### src/include/bmwd_pkg.sv
/*
  Shared constants and types for the bridge memory window decode block.
  Assumes a 32-bit APB master; every register index maps to byte address index*4.
*/
package bmwd_pkg;

  // ==========================================================================
  // Register indices (byte address is four times the index)
  localparam logic [7:0] IDX_PRI_STATUS = 8'h06;
  localparam logic [7:0] IDX_SEC_STATUS = 8'h1E;
  localparam logic [7:0] IDX_NP_BASE    = 8'h20;
  localparam logic [7:0] IDX_NP_LIMIT   = 8'h22;
  localparam logic [7:0] IDX_PF_BASE    = 8'h24;
  localparam logic [7:0] IDX_PF_LIMIT   = 8'h26;
  localparam logic [7:0] IDX_PF_BASE_UP = 8'h28;
  localparam logic [7:0] IDX_PF_LIM_UP  = 8'h2C;
  localparam logic [7:0] IDX_IO_BASE_UP = 8'h30;
  localparam logic [7:0] IDX_IO_LIM_UP  = 8'h32;
  localparam logic [7:0] IDX_BRIDGE_CTL = 8'h3E;
  localparam logic [7:0] IDX_IRQ_STATUS = 8'h40;
  localparam logic [7:0] IDX_IRQ_CLEAR  = 8'h41;
  localparam logic [7:0] IDX_IRQ_ENABLE = 8'h42;

  // ==========================================================================
  // Field positions and reset values
  localparam int         FIELD_LSB      = 4;
  localparam int         DET_PARITY_BIT = 15;
  localparam int         MST_PARITY_BIT = 8;
  localparam int         FAST_CLK_BIT   = 5;
  localparam int         PRESP_EN_BIT   = 0;
  localparam logic [11:0] FIELD_RST     = 12'h000;
  localparam logic [3:0] WIDTH_32       = 4'h0;
  localparam logic [3:0] WIDTH_64       = 4'h1;
  localparam logic [3:0] PF_WIDTH_CODE  = WIDTH_64;
  localparam logic [31:0] UPPER_RST     = 32'h0000_0000;
  localparam logic [3:0] IRQ_RST        = 4'h0;

  // Interrupt status layout, one bit per parity flag.
  localparam int IRQ_PRI_DET = 0;
  localparam int IRQ_PRI_MST = 1;
  localparam int IRQ_SEC_DET = 2;
  localparam int IRQ_SEC_MST = 3;

  // ==========================================================================
  // Carriers
  typedef struct packed {
    logic        valid;
    logic [63:0] addr;
  } bmwd_req_t;

  typedef struct packed {
    logic        valid;
    logic        np_hit;
    logic        pf_hit;
    logic        forward;
  } bmwd_resp_t;

  typedef struct packed {
    logic ob_posted;
    logic ob_compl;
    logic ib_posted;
    logic ib_compl;
    logic ib_write_poisoned;
  } bmwd_poison_t;

  function automatic logic [11:0] bmwd_byte_addr(input logic [7:0] idx);
    bmwd_byte_addr = {2'b00, idx, 2'b00};
  endfunction : bmwd_byte_addr

endpackage : bmwd_pkg

### src/logic/bmwd_top.sv
/*
  Memory window decode and parity status logging for one virtual bridge port.
  Assumes an APB master on pclk, and an upstream request source and poison
  event source that run on pclk as well, so no synchroniser is needed.
*/
// The APB register port is this design's own decision.
// Overview of operation
// - Non-prefetchable hit when A[31:20] within base..limit
// - Window base low 20 bits taken zero
// - Window limit low 20 bits taken ones
// - Bits 15:4 writable address field, reset zero
// - Non-prefetchable low nibble reads zero
// - Prefetchable hit when upper address within window
// - Prefetchable low nibble returns 64-bit code
// - Upper base/limit writable, used in compare
// - Upper halves read zero if 32-bit only
// - Upper I/O base/limit registers read zero, writes ignored
// - Parity flags logged per direction table
// - Detected flag need not cover master events
// - Fast clock bit and reserved bits zero
// - Poisoned packet sets secondary detected parity
// - Secondary master parity gated by response enable
`timescale 1ns/10ps
module bmwd_top (
  // Clock and reset
  input  wire logic                  pclk,
  input  wire logic                  presetn,
  // APB slave
  input  wire logic                  psel,
  input  wire logic                  penable,
  input  wire logic                  pwrite,
  input  wire logic [11:0]           paddr,
  input  wire logic [31:0]           pwdata,
  output logic      [31:0]           prdata,
  output logic                       pready,
  output logic                       pslverr,
  // Upstream request and decode answer
  input  wire bmwd_pkg::bmwd_req_t    req,
  output bmwd_pkg::bmwd_resp_t        resp,
  // Poison events from the port
  input  wire bmwd_pkg::bmwd_poison_t poison,
  // Interrupt
  output logic                       irq
);

  // ==========================================================================
  // Bus decode
  logic        access;
  logic        wr_en;
  logic        rd_en;
  logic [7:0]  idx;
  logic        mapped;
  logic [31:0] next_prdata;

  assign access = psel && penable && !pready;
  assign wr_en  = psel && penable && pready && pwrite;
  assign rd_en  = access && !pwrite;
  assign idx    = paddr[9:2];

  // The low address bits paddr[1:0] are ignored, as the read mux does through idx.
  function automatic logic hit_idx(input logic [11:0] a, input logic [7:0] i);
    hit_idx = ({a[11:2], 2'b00} == bmwd_pkg::bmwd_byte_addr(i));
  endfunction : hit_idx

  // ==========================================================================
  // Window registers
  logic [11:0] np_base;
  logic [11:0] np_limit;
  logic [11:0] pf_base;
  logic [11:0] pf_limit;
  logic [31:0] pf_base_up;
  logic [31:0] pf_lim_up;
  logic        presp_en;

  always_ff @(posedge pclk or negedge presetn) begin
    if (!presetn) begin
      np_base  <= bmwd_pkg::FIELD_RST;
      np_limit <= bmwd_pkg::FIELD_RST;
      pf_base  <= bmwd_pkg::FIELD_RST;
      pf_limit <= bmwd_pkg::FIELD_RST;
    end else if (wr_en) begin
      if (hit_idx(paddr, bmwd_pkg::IDX_NP_BASE)) begin
        np_base <= pwdata[15:4];
      end
      if (hit_idx(paddr, bmwd_pkg::IDX_NP_LIMIT)) begin
        np_limit <= pwdata[15:4];
      end
      if (hit_idx(paddr, bmwd_pkg::IDX_PF_BASE)) begin
        pf_base <= pwdata[15:4];
      end
      if (hit_idx(paddr, bmwd_pkg::IDX_PF_LIMIT)) begin
        pf_limit <= pwdata[15:4];
      end
    end
  end

  // The upper halves only exist as storage when the 64-bit code is reported.
  generate
    if (bmwd_pkg::PF_WIDTH_CODE == bmwd_pkg::WIDTH_64) begin : g_upper
      always_ff @(posedge pclk or negedge presetn) begin
        if (!presetn) begin
          pf_base_up <= bmwd_pkg::UPPER_RST;
          pf_lim_up  <= bmwd_pkg::UPPER_RST;
        end else if (wr_en) begin
          if (hit_idx(paddr, bmwd_pkg::IDX_PF_BASE_UP)) begin
            pf_base_up <= pwdata;
          end
          if (hit_idx(paddr, bmwd_pkg::IDX_PF_LIM_UP)) begin
            pf_lim_up <= pwdata;
          end
        end
      end
    end else begin : g_no_upper
      assign pf_base_up = bmwd_pkg::UPPER_RST;
      assign pf_lim_up  = bmwd_pkg::UPPER_RST;
    end
  endgenerate

  always_ff @(posedge pclk or negedge presetn) begin
    if (!presetn) begin
      presp_en <= 1'b0;
    end else if (wr_en && hit_idx(paddr, bmwd_pkg::IDX_BRIDGE_CTL)) begin
      presp_en <= pwdata[bmwd_pkg::PRESP_EN_BIT];
    end
  end

  // ==========================================================================
  // Address decode
  // Overlapping windows are not checked; both hits are reported as seen.
  logic [63:0] np_lo;
  logic [63:0] np_hi;
  logic [63:0] pf_lo;
  logic [63:0] pf_hi;
  logic        np_on;
  logic        pf_on;
  logic        np_match;
  logic        pf_match;

  assign np_lo = {32'h0000_0000, np_base, 20'h0_0000};
  assign np_hi = {32'h0000_0000, np_limit, 20'hF_FFFF};
  assign pf_lo = {pf_base_up, pf_base, 20'h0_0000};
  assign pf_hi = {pf_lim_up, pf_limit, 20'hF_FFFF};
  assign np_on = (np_lo <= np_hi);
  assign pf_on = (pf_lo <= pf_hi);
  assign np_match = np_on && (req.addr >= np_lo) && (req.addr <= np_hi);
  assign pf_match = pf_on && (req.addr >= pf_lo) && (req.addr <= pf_hi);

  always_ff @(posedge pclk or negedge presetn) begin
    if (!presetn) begin
      resp <= '0;
    end else begin
      resp.valid   <= req.valid;
      resp.np_hit  <= req.valid && np_match;
      resp.pf_hit  <= req.valid && pf_match;
      resp.forward <= req.valid && (np_match || pf_match);
    end
  end

  // ==========================================================================
  // Parity status flags
  logic pri_det;
  logic pri_mst;
  logic sec_det;
  logic sec_mst;
  logic set_pri_det;
  logic set_pri_mst;
  logic set_sec_det;
  logic set_sec_mst;
  logic clr_pri;
  logic clr_sec;

  // Every master event except ib_write_poisoned is also logged as detected here, which is allowed.
  assign set_pri_det = poison.ob_posted || poison.ob_compl;
  assign set_pri_mst = poison.ob_compl;
  assign set_sec_det = poison.ib_posted || poison.ib_compl;
  assign set_sec_mst = presp_en && (poison.ib_compl || poison.ib_write_poisoned);
  assign clr_pri = wr_en && hit_idx(paddr, bmwd_pkg::IDX_PRI_STATUS);
  assign clr_sec = wr_en && hit_idx(paddr, bmwd_pkg::IDX_SEC_STATUS);

  // Set beats a same-cycle write-one clear so no event is lost.
  always_ff @(posedge pclk or negedge presetn) begin
    if (!presetn) begin
      pri_det <= 1'b0;
      pri_mst <= 1'b0;
    end else begin
      pri_det <= set_pri_det || (pri_det && !(clr_pri && pwdata[bmwd_pkg::DET_PARITY_BIT]));
      pri_mst <= set_pri_mst || (pri_mst && !(clr_pri && pwdata[bmwd_pkg::MST_PARITY_BIT]));
    end
  end

  always_ff @(posedge pclk or negedge presetn) begin
    if (!presetn) begin
      sec_det <= 1'b0;
      sec_mst <= 1'b0;
    end else begin
      sec_det <= set_sec_det || (sec_det && !(clr_sec && pwdata[bmwd_pkg::DET_PARITY_BIT]));
      sec_mst <= set_sec_mst || (sec_mst && !(clr_sec && pwdata[bmwd_pkg::MST_PARITY_BIT]));
    end
  end

  // ==========================================================================
  // Interrupt status, enable and output
  logic [3:0] irq_status;
  logic [3:0] irq_enable;
  logic [3:0] irq_set;
  logic [3:0] irq_clr;

  assign irq_set = {set_sec_mst, set_sec_det, set_pri_mst, set_pri_det};
  assign irq_clr = (wr_en && hit_idx(paddr, bmwd_pkg::IDX_IRQ_CLEAR)) ? pwdata[3:0] : 4'h0;

  always_ff @(posedge pclk or negedge presetn) begin
    if (!presetn) begin
      irq_status <= bmwd_pkg::IRQ_RST;
    end else begin
      irq_status <= irq_set | (irq_status & ~irq_clr);
    end
  end

  always_ff @(posedge pclk or negedge presetn) begin
    if (!presetn) begin
      irq_enable <= bmwd_pkg::IRQ_RST;
    end else if (wr_en && hit_idx(paddr, bmwd_pkg::IDX_IRQ_ENABLE)) begin
      irq_enable <= pwdata[3:0];
    end
  end

  always_ff @(posedge pclk or negedge presetn) begin
    if (!presetn) begin
      irq <= 1'b0;
    end else begin
      irq <= |(irq_status & irq_enable);
    end
  end

  // ==========================================================================
  // Read mux
  always_comb begin
    next_prdata = 32'h0000_0000;
    mapped      = 1'b1;
    case (idx)
      bmwd_pkg::IDX_NP_BASE:    next_prdata = {16'h0000, np_base, 4'h0};
      bmwd_pkg::IDX_NP_LIMIT:   next_prdata = {16'h0000, np_limit, 4'h0};
      bmwd_pkg::IDX_PF_BASE:    next_prdata = {16'h0000, pf_base, bmwd_pkg::PF_WIDTH_CODE};
      bmwd_pkg::IDX_PF_LIMIT:   next_prdata = {16'h0000, pf_limit, bmwd_pkg::PF_WIDTH_CODE};
      bmwd_pkg::IDX_PF_BASE_UP: next_prdata = pf_base_up;
      bmwd_pkg::IDX_PF_LIM_UP:  next_prdata = pf_lim_up;
      bmwd_pkg::IDX_IO_BASE_UP: next_prdata = 32'h0000_0000;
      bmwd_pkg::IDX_IO_LIM_UP:  next_prdata = 32'h0000_0000;
      bmwd_pkg::IDX_PRI_STATUS: begin
        next_prdata[bmwd_pkg::DET_PARITY_BIT] = pri_det;
        next_prdata[bmwd_pkg::MST_PARITY_BIT] = pri_mst;
      end
      bmwd_pkg::IDX_SEC_STATUS: begin
        // Fast clock bit and reserved bits stay at zero.
        next_prdata[bmwd_pkg::DET_PARITY_BIT] = sec_det;
        next_prdata[bmwd_pkg::MST_PARITY_BIT] = sec_mst;
      end
      bmwd_pkg::IDX_BRIDGE_CTL: next_prdata[bmwd_pkg::PRESP_EN_BIT] = presp_en;
      bmwd_pkg::IDX_IRQ_STATUS: next_prdata[3:0] = irq_status;
      bmwd_pkg::IDX_IRQ_CLEAR:  next_prdata = 32'h0000_0000;
      bmwd_pkg::IDX_IRQ_ENABLE: next_prdata[3:0] = irq_enable;
      default:                  mapped = 1'b0;
    endcase
    if (paddr[11:10] != 2'b00) begin
      mapped = 1'b0;
    end
  end

  // One wait state keeps prdata and pready straight from flops.
  always_ff @(posedge pclk or negedge presetn) begin
    if (!presetn) begin
      pready  <= 1'b0;
      pslverr <= 1'b0;
      prdata  <= 32'h0000_0000;
    end else begin
      pready  <= access;
      pslverr <= access && !mapped;
      prdata  <= rd_en && mapped ? next_prdata : 32'h0000_0000;
    end
  end

  // ==========================================================================
  // Assertions
  a_np_window_hit: assert property (@(posedge pclk) disable iff (!presetn)
    req.valid && (req.addr[63:32] == 32'h0) && (np_base <= np_limit)
      && (req.addr[31:20] >= np_base) && (req.addr[31:20] <= np_limit)
      |=> resp.np_hit && resp.forward)
    else $error("in-window access not forwarded");

  a_np_base_edge: assert property (@(posedge pclk) disable iff (!presetn)
    req.valid && (np_base != 12'h000) && (np_base <= np_limit)
      && (req.addr == {32'h0, np_base, 20'h0_0000} - 64'h1)
      |=> !resp.np_hit)
    else $error("address below base hit window");

  a_np_limit_edge: assert property (@(posedge pclk) disable iff (!presetn)
    req.valid && (np_base <= np_limit) && (req.addr == {32'h0, np_limit, 20'hF_FFFF})
      |=> resp.np_hit)
    else $error("last byte of window missed");

  a_np_low_nibble: assert property (@(posedge pclk) disable iff (!presetn)
    rd_en && (idx == bmwd_pkg::IDX_NP_LIMIT) && (paddr[11:10] == 2'b00)
      |=> prdata[3:0] == 4'h0 && prdata[15:4] == $past(np_limit))
    else $error("limit readback wrong");

  a_pf_width_code: assert property (@(posedge pclk) disable iff (!presetn)
    rd_en && (idx == bmwd_pkg::IDX_PF_BASE) && (paddr[11:10] == 2'b00)
      |=> prdata[3:0] == 4'h1)
    else $error("capability code not 64-bit");

  a_pf_upper_cmp: assert property (@(posedge pclk) disable iff (!presetn)
    req.valid && (req.addr[63:32] > pf_lim_up) |=> !resp.pf_hit)
    else $error("upper address above limit hit");

  a_pf_hit: assert property (@(posedge pclk) disable iff (!presetn)
    req.valid && pf_on && ({req.addr[63:20]} >= {pf_base_up, pf_base})
      && ({req.addr[63:20]} <= {pf_lim_up, pf_limit}) |=> resp.pf_hit [*1] ##0 resp.forward)
    else $error("prefetchable hit missed");

  a_window_off: assert property (@(posedge pclk) disable iff (!presetn)
    (np_base > np_limit) && $stable(np_base) && $stable(np_limit) |=> !resp.np_hit)
    else $error("disabled window forwarded");

  a_sec_det_set: assert property (@(posedge pclk) disable iff (!presetn)
    poison.ib_posted || poison.ib_compl |=> sec_det)
    else $error("poisoned packet not logged");

  a_sec_mst_gate: assert property (@(posedge pclk) disable iff (!presetn)
    !presp_en && !sec_mst |=> !sec_mst)
    else $error("master parity set while disabled");

  a_pri_mst_log: assert property (@(posedge pclk) disable iff (!presetn)
    poison.ob_compl |=> pri_mst && pri_det)
    else $error("outbound completion not logged");

  a_pri_posted: assert property (@(posedge pclk) disable iff (!presetn)
    poison.ob_posted && !poison.ob_compl && !pri_mst && !clr_pri |=> !pri_mst ##0 pri_det)
    else $error("posted poison wrongly logged");

  a_sec_fast_zero: assert property (@(posedge pclk) disable iff (!presetn)
    rd_en && (idx == bmwd_pkg::IDX_SEC_STATUS) && (paddr[11:10] == 2'b00)
      |=> prdata[7:0] == 8'h00 ##1 !pready)
    else $error("secondary status low bits not zero");

  a_io_upper_zero: assert property (@(posedge pclk) disable iff (!presetn)
    rd_en && ((idx == bmwd_pkg::IDX_IO_BASE_UP) || (idx == bmwd_pkg::IDX_IO_LIM_UP))
      && (paddr[11:10] == 2'b00) |=> prdata == 32'h0 && !pslverr)
    else $error("upper I/O register not zero");

  a_irq_level: assert property (@(posedge pclk) disable iff (!presetn)
    |(irq_status & irq_enable) |=> irq)
    else $error("enabled status did not raise interrupt");

  a_irq_low: assert property (@(posedge pclk) disable iff (!presetn)
    !(|(irq_status & irq_enable)) |=> !irq)
    else $error("interrupt high with no enabled status");

  a_pf_window_off: assert property (@(posedge pclk) disable iff (!presetn)
    req.valid && (pf_lo > pf_hi) |=> !resp.pf_hit)
    else $error("disabled prefetchable window forwarded");

  a_sec_mst_set: assert property (@(posedge pclk) disable iff (!presetn)
    presp_en && (poison.ib_compl || poison.ib_write_poisoned) |=> sec_mst)
    else $error("enabled master parity event not logged");

  a_unmapped_error: assert property (@(posedge pclk) disable iff (!presetn)
    access && !mapped |=> pslverr && pready && (prdata == 32'h0))
    else $error("unmapped access not refused");

  a_pready_one_cycle: assert property (@(posedge pclk) disable iff (!presetn)
    pready |=> !pready)
    else $error("pready stood longer than one cycle");

endmodule : bmwd_top

### config.mk
export PLATFORM = sky130hd
export DESIGN_NAME = bmwd_top
export DESIGN_NICKNAME = d
export VERILOG_FILES = /design/src/include/bmwd_pkg.sv /design/src/logic/bmwd_top.sv
export SDC_FILE = /design/constraint.sdc
export NUM_CORES = 1
export LEC_CHECK = 0
export BUFFER_PORTS_ARGS = -buffer_cell sky130_fd_sc_hd__buf_4
export CORE_ASPECT_RATIO = 0.9
export CORE_MARGIN = 1
export CORE_UTILIZATION = 50
export CTS_BUF_LIST = sky130_fd_sc_hd__clkbuf_4
export DETAILED_ROUTE_END_ITERATION = 12
export GPL_ROUTABILITY_DRIVEN = 0
export PLACE_DENSITY = 0.82
export SLEW_MARGIN = 20
export SYNTH_ARGS = -nofsm -noshare
export SYNTH_HDL_FRONTEND = slang
export SYNTH_SLANG_ARGS = --single-unit
### constraint.sdc
create_clock -name pclk -period 2.6 [get_ports pclk]
set_clock_uncertainty 0.05 [all_clocks]
set_input_delay 0.52 -clock pclk [delete_from_list [all_inputs] [get_ports pclk]]
set_output_delay 0.52 -clock pclk [all_outputs]
set_load 0.02 [all_outputs]
# --- Yosys cells after proc, flatten, opt, wreduce, memory -nomap -nowiden ---
# Index checks and enable logic that the tools add are counted.
# W data, S select, Z words.
word_totals:
  register_bits: 164
  inputBits: 119
  out_inout_bits: 39
  wordCells: 120
classes:
  n_reduce_logical: 53
  n_mux: 11
  eq_ne: 25
  order_cmp: 6
  bitwise_logic: 4
op_table:
  columns: ["operator", "count"]
  rows:
  - ["$le A64 B64 Y1", 2]
  - ["$eq A8 B6 Y1 const B", 9]
  - ["$eq A10 B6 Y1 const B", 7]
  - ["$ge A64 B32 Y1", 1]
  - ["$ge A64 B64 Y1", 1]
  - ["$le A64 B32 Y1", 1]
  - ["$pmux W6 S6", 1]
  - ["$le A32 B32 Y1", 1]
  - ["$mux W32", 1]
  - ["$pmux W16 S2", 1]
  - ["$logic_and A1 B1 Y1", 28]
  - ["$eq A8 B7 Y1 const B", 3]
  - ["$pmux W4 S6", 1]
  - ["$eq A10 B7 Y1 const B", 2]
  - ["$pmux W1 S8", 2]
  - ["$reduce_or A14 Y1", 1]
  - ["$pmux W3 S4", 1]
  - ["$reduce_and A2 Y1", 6]
  - ["$eq A10 B3 Y1 const B", 1]
  - ["$eq A10 B5 Y1 const B", 1]
  - ["$and A4 B4 Y4", 2]
  - ["$eq A8 B3 Y1 const B", 1]
  - ["$eq A8 B5 Y1 const B", 1]
  - ["$logic_or A1 B1 Y1", 8]
  - ["other kinds (9)", 16]

# --- Logic depth before layout (Yosys ltp) ---
depth:
  depth_word: 8
  ltp_mapped: 9
  mapped_depth_nobuf: 9

# --- Least setup slack after synthesis ---
# Ideal clock, no wire load.
synth_timing:
  path_kind: "input port to flip-flop"
  from: "input port paddr[6]"
  to: "register np_limit[10]"
  setup_time_ps: 125
  slack_ps: 206
  required_ps: 2425
  arrival_time_ps: 2219
  path_buffers: 1
  stages: 6
  cell_sequence: "or4b_4 -> or3b_4 -> nor3_4 -> nand2_2 -> buf_6 -> mux2_4"
synth_between:
  elab_chain_len: 2
synth_lines:
  columns: ["element", "line_no", "rtl"]
  rows:
  - ["from (decl)", "bmwd_top.sv:32", "input wire logic [11:0] paddr,"]
  - ["$eq A10 B6 Y1", "bmwd_top.sv:62", "hit_idx = ({a[11:2], 2'b00} == bmwd_pkg::bmwd_byte_addr(i));"]
  - ["$reduce_and A2 Y1 (no line)", null, null]
  - ["to (signal assigned)", "bmwd_top.sv:78", "np_limit <= bmwd_pkg::FIELD_RST;"]
  - ["to (signal assigned)", "bmwd_top.sv:86", "np_limit <= pwdata[15:4];"]
  - ["to (decl)", "bmwd_top.sv:68", "logic [11:0] np_limit;"]
# No other way between the ends.
# A chain may end at the register's enable or synchronous reset.

# --- Worst setup path in the final report ---
layout_timing:
  from: "register pf_lim_up[6]"
  to: "register resp[0] (netlist name)"
layout_between:
  elab_chain_len: 5
  word_cells_on_any_way: 6
  cone_classes: "order compare: 2; reduce/logical: 4"
layout_lines:
  columns: ["element", "line_no", "rtl"]
  rows:
  - ["from (decl)", "bmwd_top.sv:72", "logic [31:0] pf_lim_up;"]
  - ["from (signal assigned)", "bmwd_top.sv:103", "pf_lim_up <= bmwd_pkg::UPPER_RST;"]
  - ["from (signal assigned)", "bmwd_top.sv:109", "pf_lim_up <= pwdata;"]
  - ["$le A64 B64 Y1", "bmwd_top.sv:144", "assign pf_on = (pf_lo <= pf_hi);"]
  - ["$logic_and A1 B1 Y1", "bmwd_top.sv:146", "assign pf_match = pf_on && (req.addr >= pf_lo) && (req.addr <= pf_hi);"]
  - ["$logic_and A1 B1 Y1 (*)", "bmwd_top.sv:146", null]
  - ["$logic_or A1 B1 Y1 (*)", "bmwd_top.sv:155", "resp.forward <= req.valid && (np_match || pf_match);"]
  - ["$logic_and A1 B1 Y1 (*)", "bmwd_top.sv:155", null]
  - ["to (decl)", "bmwd_top.sv:39", "output bmwd_pkg::bmwd_resp_t resp,"]
# Mark *: on every way between the ends. The rest lies on a longest branch, timed or not.

==> metrics <==
number of buffers on the longest clock path 2; Post-DP HPWL 23900 um; setup slack at placement -72.1 ps; Post-Syn Nets 1387; hold-critical path endpoint irq_status[2]$_DFF_PN0_; Clock Latency Late Sink 620 ps; endpoint kind of the worst setup timing path flop; most congested layer reported by global routing met2; Setup crit start pf_lim_up[6]$_DFFE_PN0P_; share of the core filled with cells in the final layout 62.2%; Via-to-Cell Ratio 5.87; TritonCTS Sinks 164; Area growth, synth to finish 20.3%; Data arrival, critical path 3000 ps; post-layout minimum cycle time 2550 ps; proportion of synthesized chip area in sequential cells 37.7%; DRT antenna net count 0; I/O pin count 158; initial antenna violation count 1; actual transition at the worst max-transition pin 449 ps; total detailed-routing wirelength 30000 um; GRT Overall Usage 28.2%; Num CTS Buffers 17; via count 9333; Pleak 6.45 nW; number of cells on the worst reg-to-reg path 9; Core Footprint 21100 um2; average wire per cell in the routed design 18.9 um; most instantiated flip-flop cell in the synthesis netlist dfrtp_1; portion of the clock cycle consumed by the worst path in the final layout 98.3%; critical setup path kind flop to flop; HP Start poison[2]; number of max-slew violations in the final report 0; endpoint of the lowest-slack register-to-register path resp[0]$_DFF_PN0_; # H-tree levels 4; data required time at the worst endpoint 3040 ps; site row count 50; Die X-Extent 158 um; # DRC 0; instance count of the mapped netlist 1102; Die Outline Area 22400 um2; maximum number of pins on one net before global-route repair 53; synth top area cells dfrtp_1, ha_1, mux2_1; worst hold path type input pin to flop; Die Span Y 142 um; Peak VDD IR 0.227 mV; vias in the first global route 9439; status complete, no violations; Overflow after GRT 0; Post-Synthesis Cell Area 10900 um2; DR pass1 iterations 5; clock transition at the registers of the reported paths 140 ps; largest driver fanout on the critical path 4; Final Worst Setup Slack 45.1 ps; clock tree from TritonCTS done; number of inserted filler cells in the final layout 1708; global-route wire length before repair 48700 um; cell area power density 379 nW/um2; count of input and output buffers 155; synthesized area divided by synthesized cell count 9.89 um2; hold path cells 2; Synth async-reset ratio 100%; count of max-cap constraint violations 0; iteration-0 DRC count of the detailed router 822; setup-violating endpoint count in the final report 0; number of hold-slack violations in the final timing report 0; category of the worst setup path launch point flop; number of synthesized flops with an enable pin 0; met2 demand-to-capacity share in global routing 45.3%; Rel. slew slack 69.6%; Synth area leader dfrtp_1; Highest Clock Rate 391 MHz; number of buffers inserted to repair setup after CTS 0; slack of the worst reg-to-reg path 50 ps; top cell type's share of synthesized area 37.7%; met1 GRT Util 38.0%; CTS Root Buffer Type clkbuf_4; most used cells in the layout excluding fill and tap cells buf_4, ha_1, dfrtp_1; area used by sequential logic in the layout 4100 um2; library cells used by synthesis 62; beginning of the worst register-to-register path pf_lim_up[6]$_DFFE_PN0P_; starting density of the core 51.7%; commonest non-fill, non-tap cell in the layout buf_4; area occupied by multi-input gates 6240 um2; share of cells above drive strength 1 21.8%; flip-flop and latch count after synthesis 164; met3 global-route usage 5.36%; Total Nets Final 1575; synthesis warning total 0
==> logic make-up after synthesis <==
family	after synthesis	synth area share, %
AO/OA/AOI/OAI	243	13.5
adder cells (fa/ha/maj)	166	19.1
buffers and inverters	147	5.45
flip-flops	164	37.7
multiplexers	96	11.1
AND/OR/NAND/NOR	286	13.3
==> power breakdown <==
group	internal, mW	switching (mW)	total (mW)	leakage [nW]
registers	2.56	0.00426	2.56	1.97
logic	0.268	0.314	0.581	4.30
clock network	0.880	0.945	1.82	0.176
total	3.70	1.26	4.97	6.45
==> through the flow <==
| step | total power, mW | hold slack [ps] | instances | TNS [ps] | cell area [um2] |
|---|---|---|---|---|---|
| after floorplan | 2.82 | 174 | 1102 | 0 | 10900 |
| after global placement | 3.16 | 401 | 1555 | -20.5 | 12700 |
| after detailed placement | 3.18 | 405 | 1555 | -118 | 12700 |
| after CTS | 4.99 | 29.2 | 1588 | 0 | 13100 |
| after global routing | 5.17 | 28.0 | 1590 | -20.1 | 13100 |
| final | 4.97 | 47.9 | 1590 | 0 | 13100 |
==> synthesized netlist by cell type (4+ instances only) <==
master,number
a211o_1,6
mux2i_1,19
nand2_1,117
mux4_2,10
mux2_4,10
nand2b_1,5
o211ai_1,5
mux2_1,40
and4_1,4
clkbuf_1,5
a221oi_1,5
o21ai_1,30
nand3_1,24
a22oi_1,19
buf_2,22
dfrtp_1,164
nor4_1,19
a21oi_1,72
a21o_1,30
ha_1,166
inv_1,114
nand4_1,33
mux2_2,17
and3_1,5
nor3_1,10
o21ai_0,53
a211oi_1,6
nor2_1,42
==> registers in the layout (all words and copies together), names as in the netlist, 4 cells and up <==
| signal | flops |
|---|---|
| irq_enable | 4 |
| irq_status | 4 |
| np_base | 12 |
| np_limit | 12 |
| pf_base | 12 |
| pf_base_up | 32 |
| pf_lim_up | 32 |
| pf_limit | 12 |
| prdata | 32 |
| resp | 4 |
==> metal layers <==
layer  share of wire (%)  routed length, um  vias to the layer above
met1                  44              13100                     4499
met3                 7.1               2120                       71
met5                   0                  0                        -
met4                 3.0                903                        0
li1                    -                  -                     4374
met2                  46              13900                      389
==> repair_timing <==
item | in CTS | in global routing
pin swaps | 0 | 1
setup endpoints to repair | 2 | 2
endpoints found under the hold margin | 37 | 0
gates resized for setup | 1 | 5
hold buffers | 2 | 0
==> worst max path at each step <==
| stage | endpoint | slack, ps | cells past startpoint |
|---|---|---|---|
| 6_report | resp[0]$_DFF_PN0_ | 50 | 9 |
| 5_1_grt | resp[0]$_DFF_PN0_ | -20 | 10 |
| 4_1_cts | resp[0]$_DFF_PN0_ | 30 | 9 |
| 3_5_place_dp | resp[0]$_DFF_PN0_ | -70 | 7 |
| 3_3_place_gp | resp[0]$_DFF_PN0_ | -20 | 7 |
| 2_1_floorplan | np_limit[10]$_DFFE_PN0P_ | 210 | 6 |
==> final cells by class <==
cell class / count / share of cell area [%]
tap: 286 / 2.73
antenna: 2 / 0.0382
clock inverter: 12 / 1.56
timing repair buffer: 202 / 12.4
sequential: 164 / 31.3
clock buffer: 19 / 1.09
inverter: 114 / 3.27
multi-input combinational: 791 / 47.6
==> critical path: stages, from the launching register on <==
cell	delay [ps]
dfrtp_1	420
inv_1	90
ha_1	350
nand4_1	170
nor3_4	270
nand2_1	100
o21ai_0	300
a21oi_1	160
o41ai_2	430
o31ai_1	100
No activity file was read; power rests on OpenSTA's default activity.
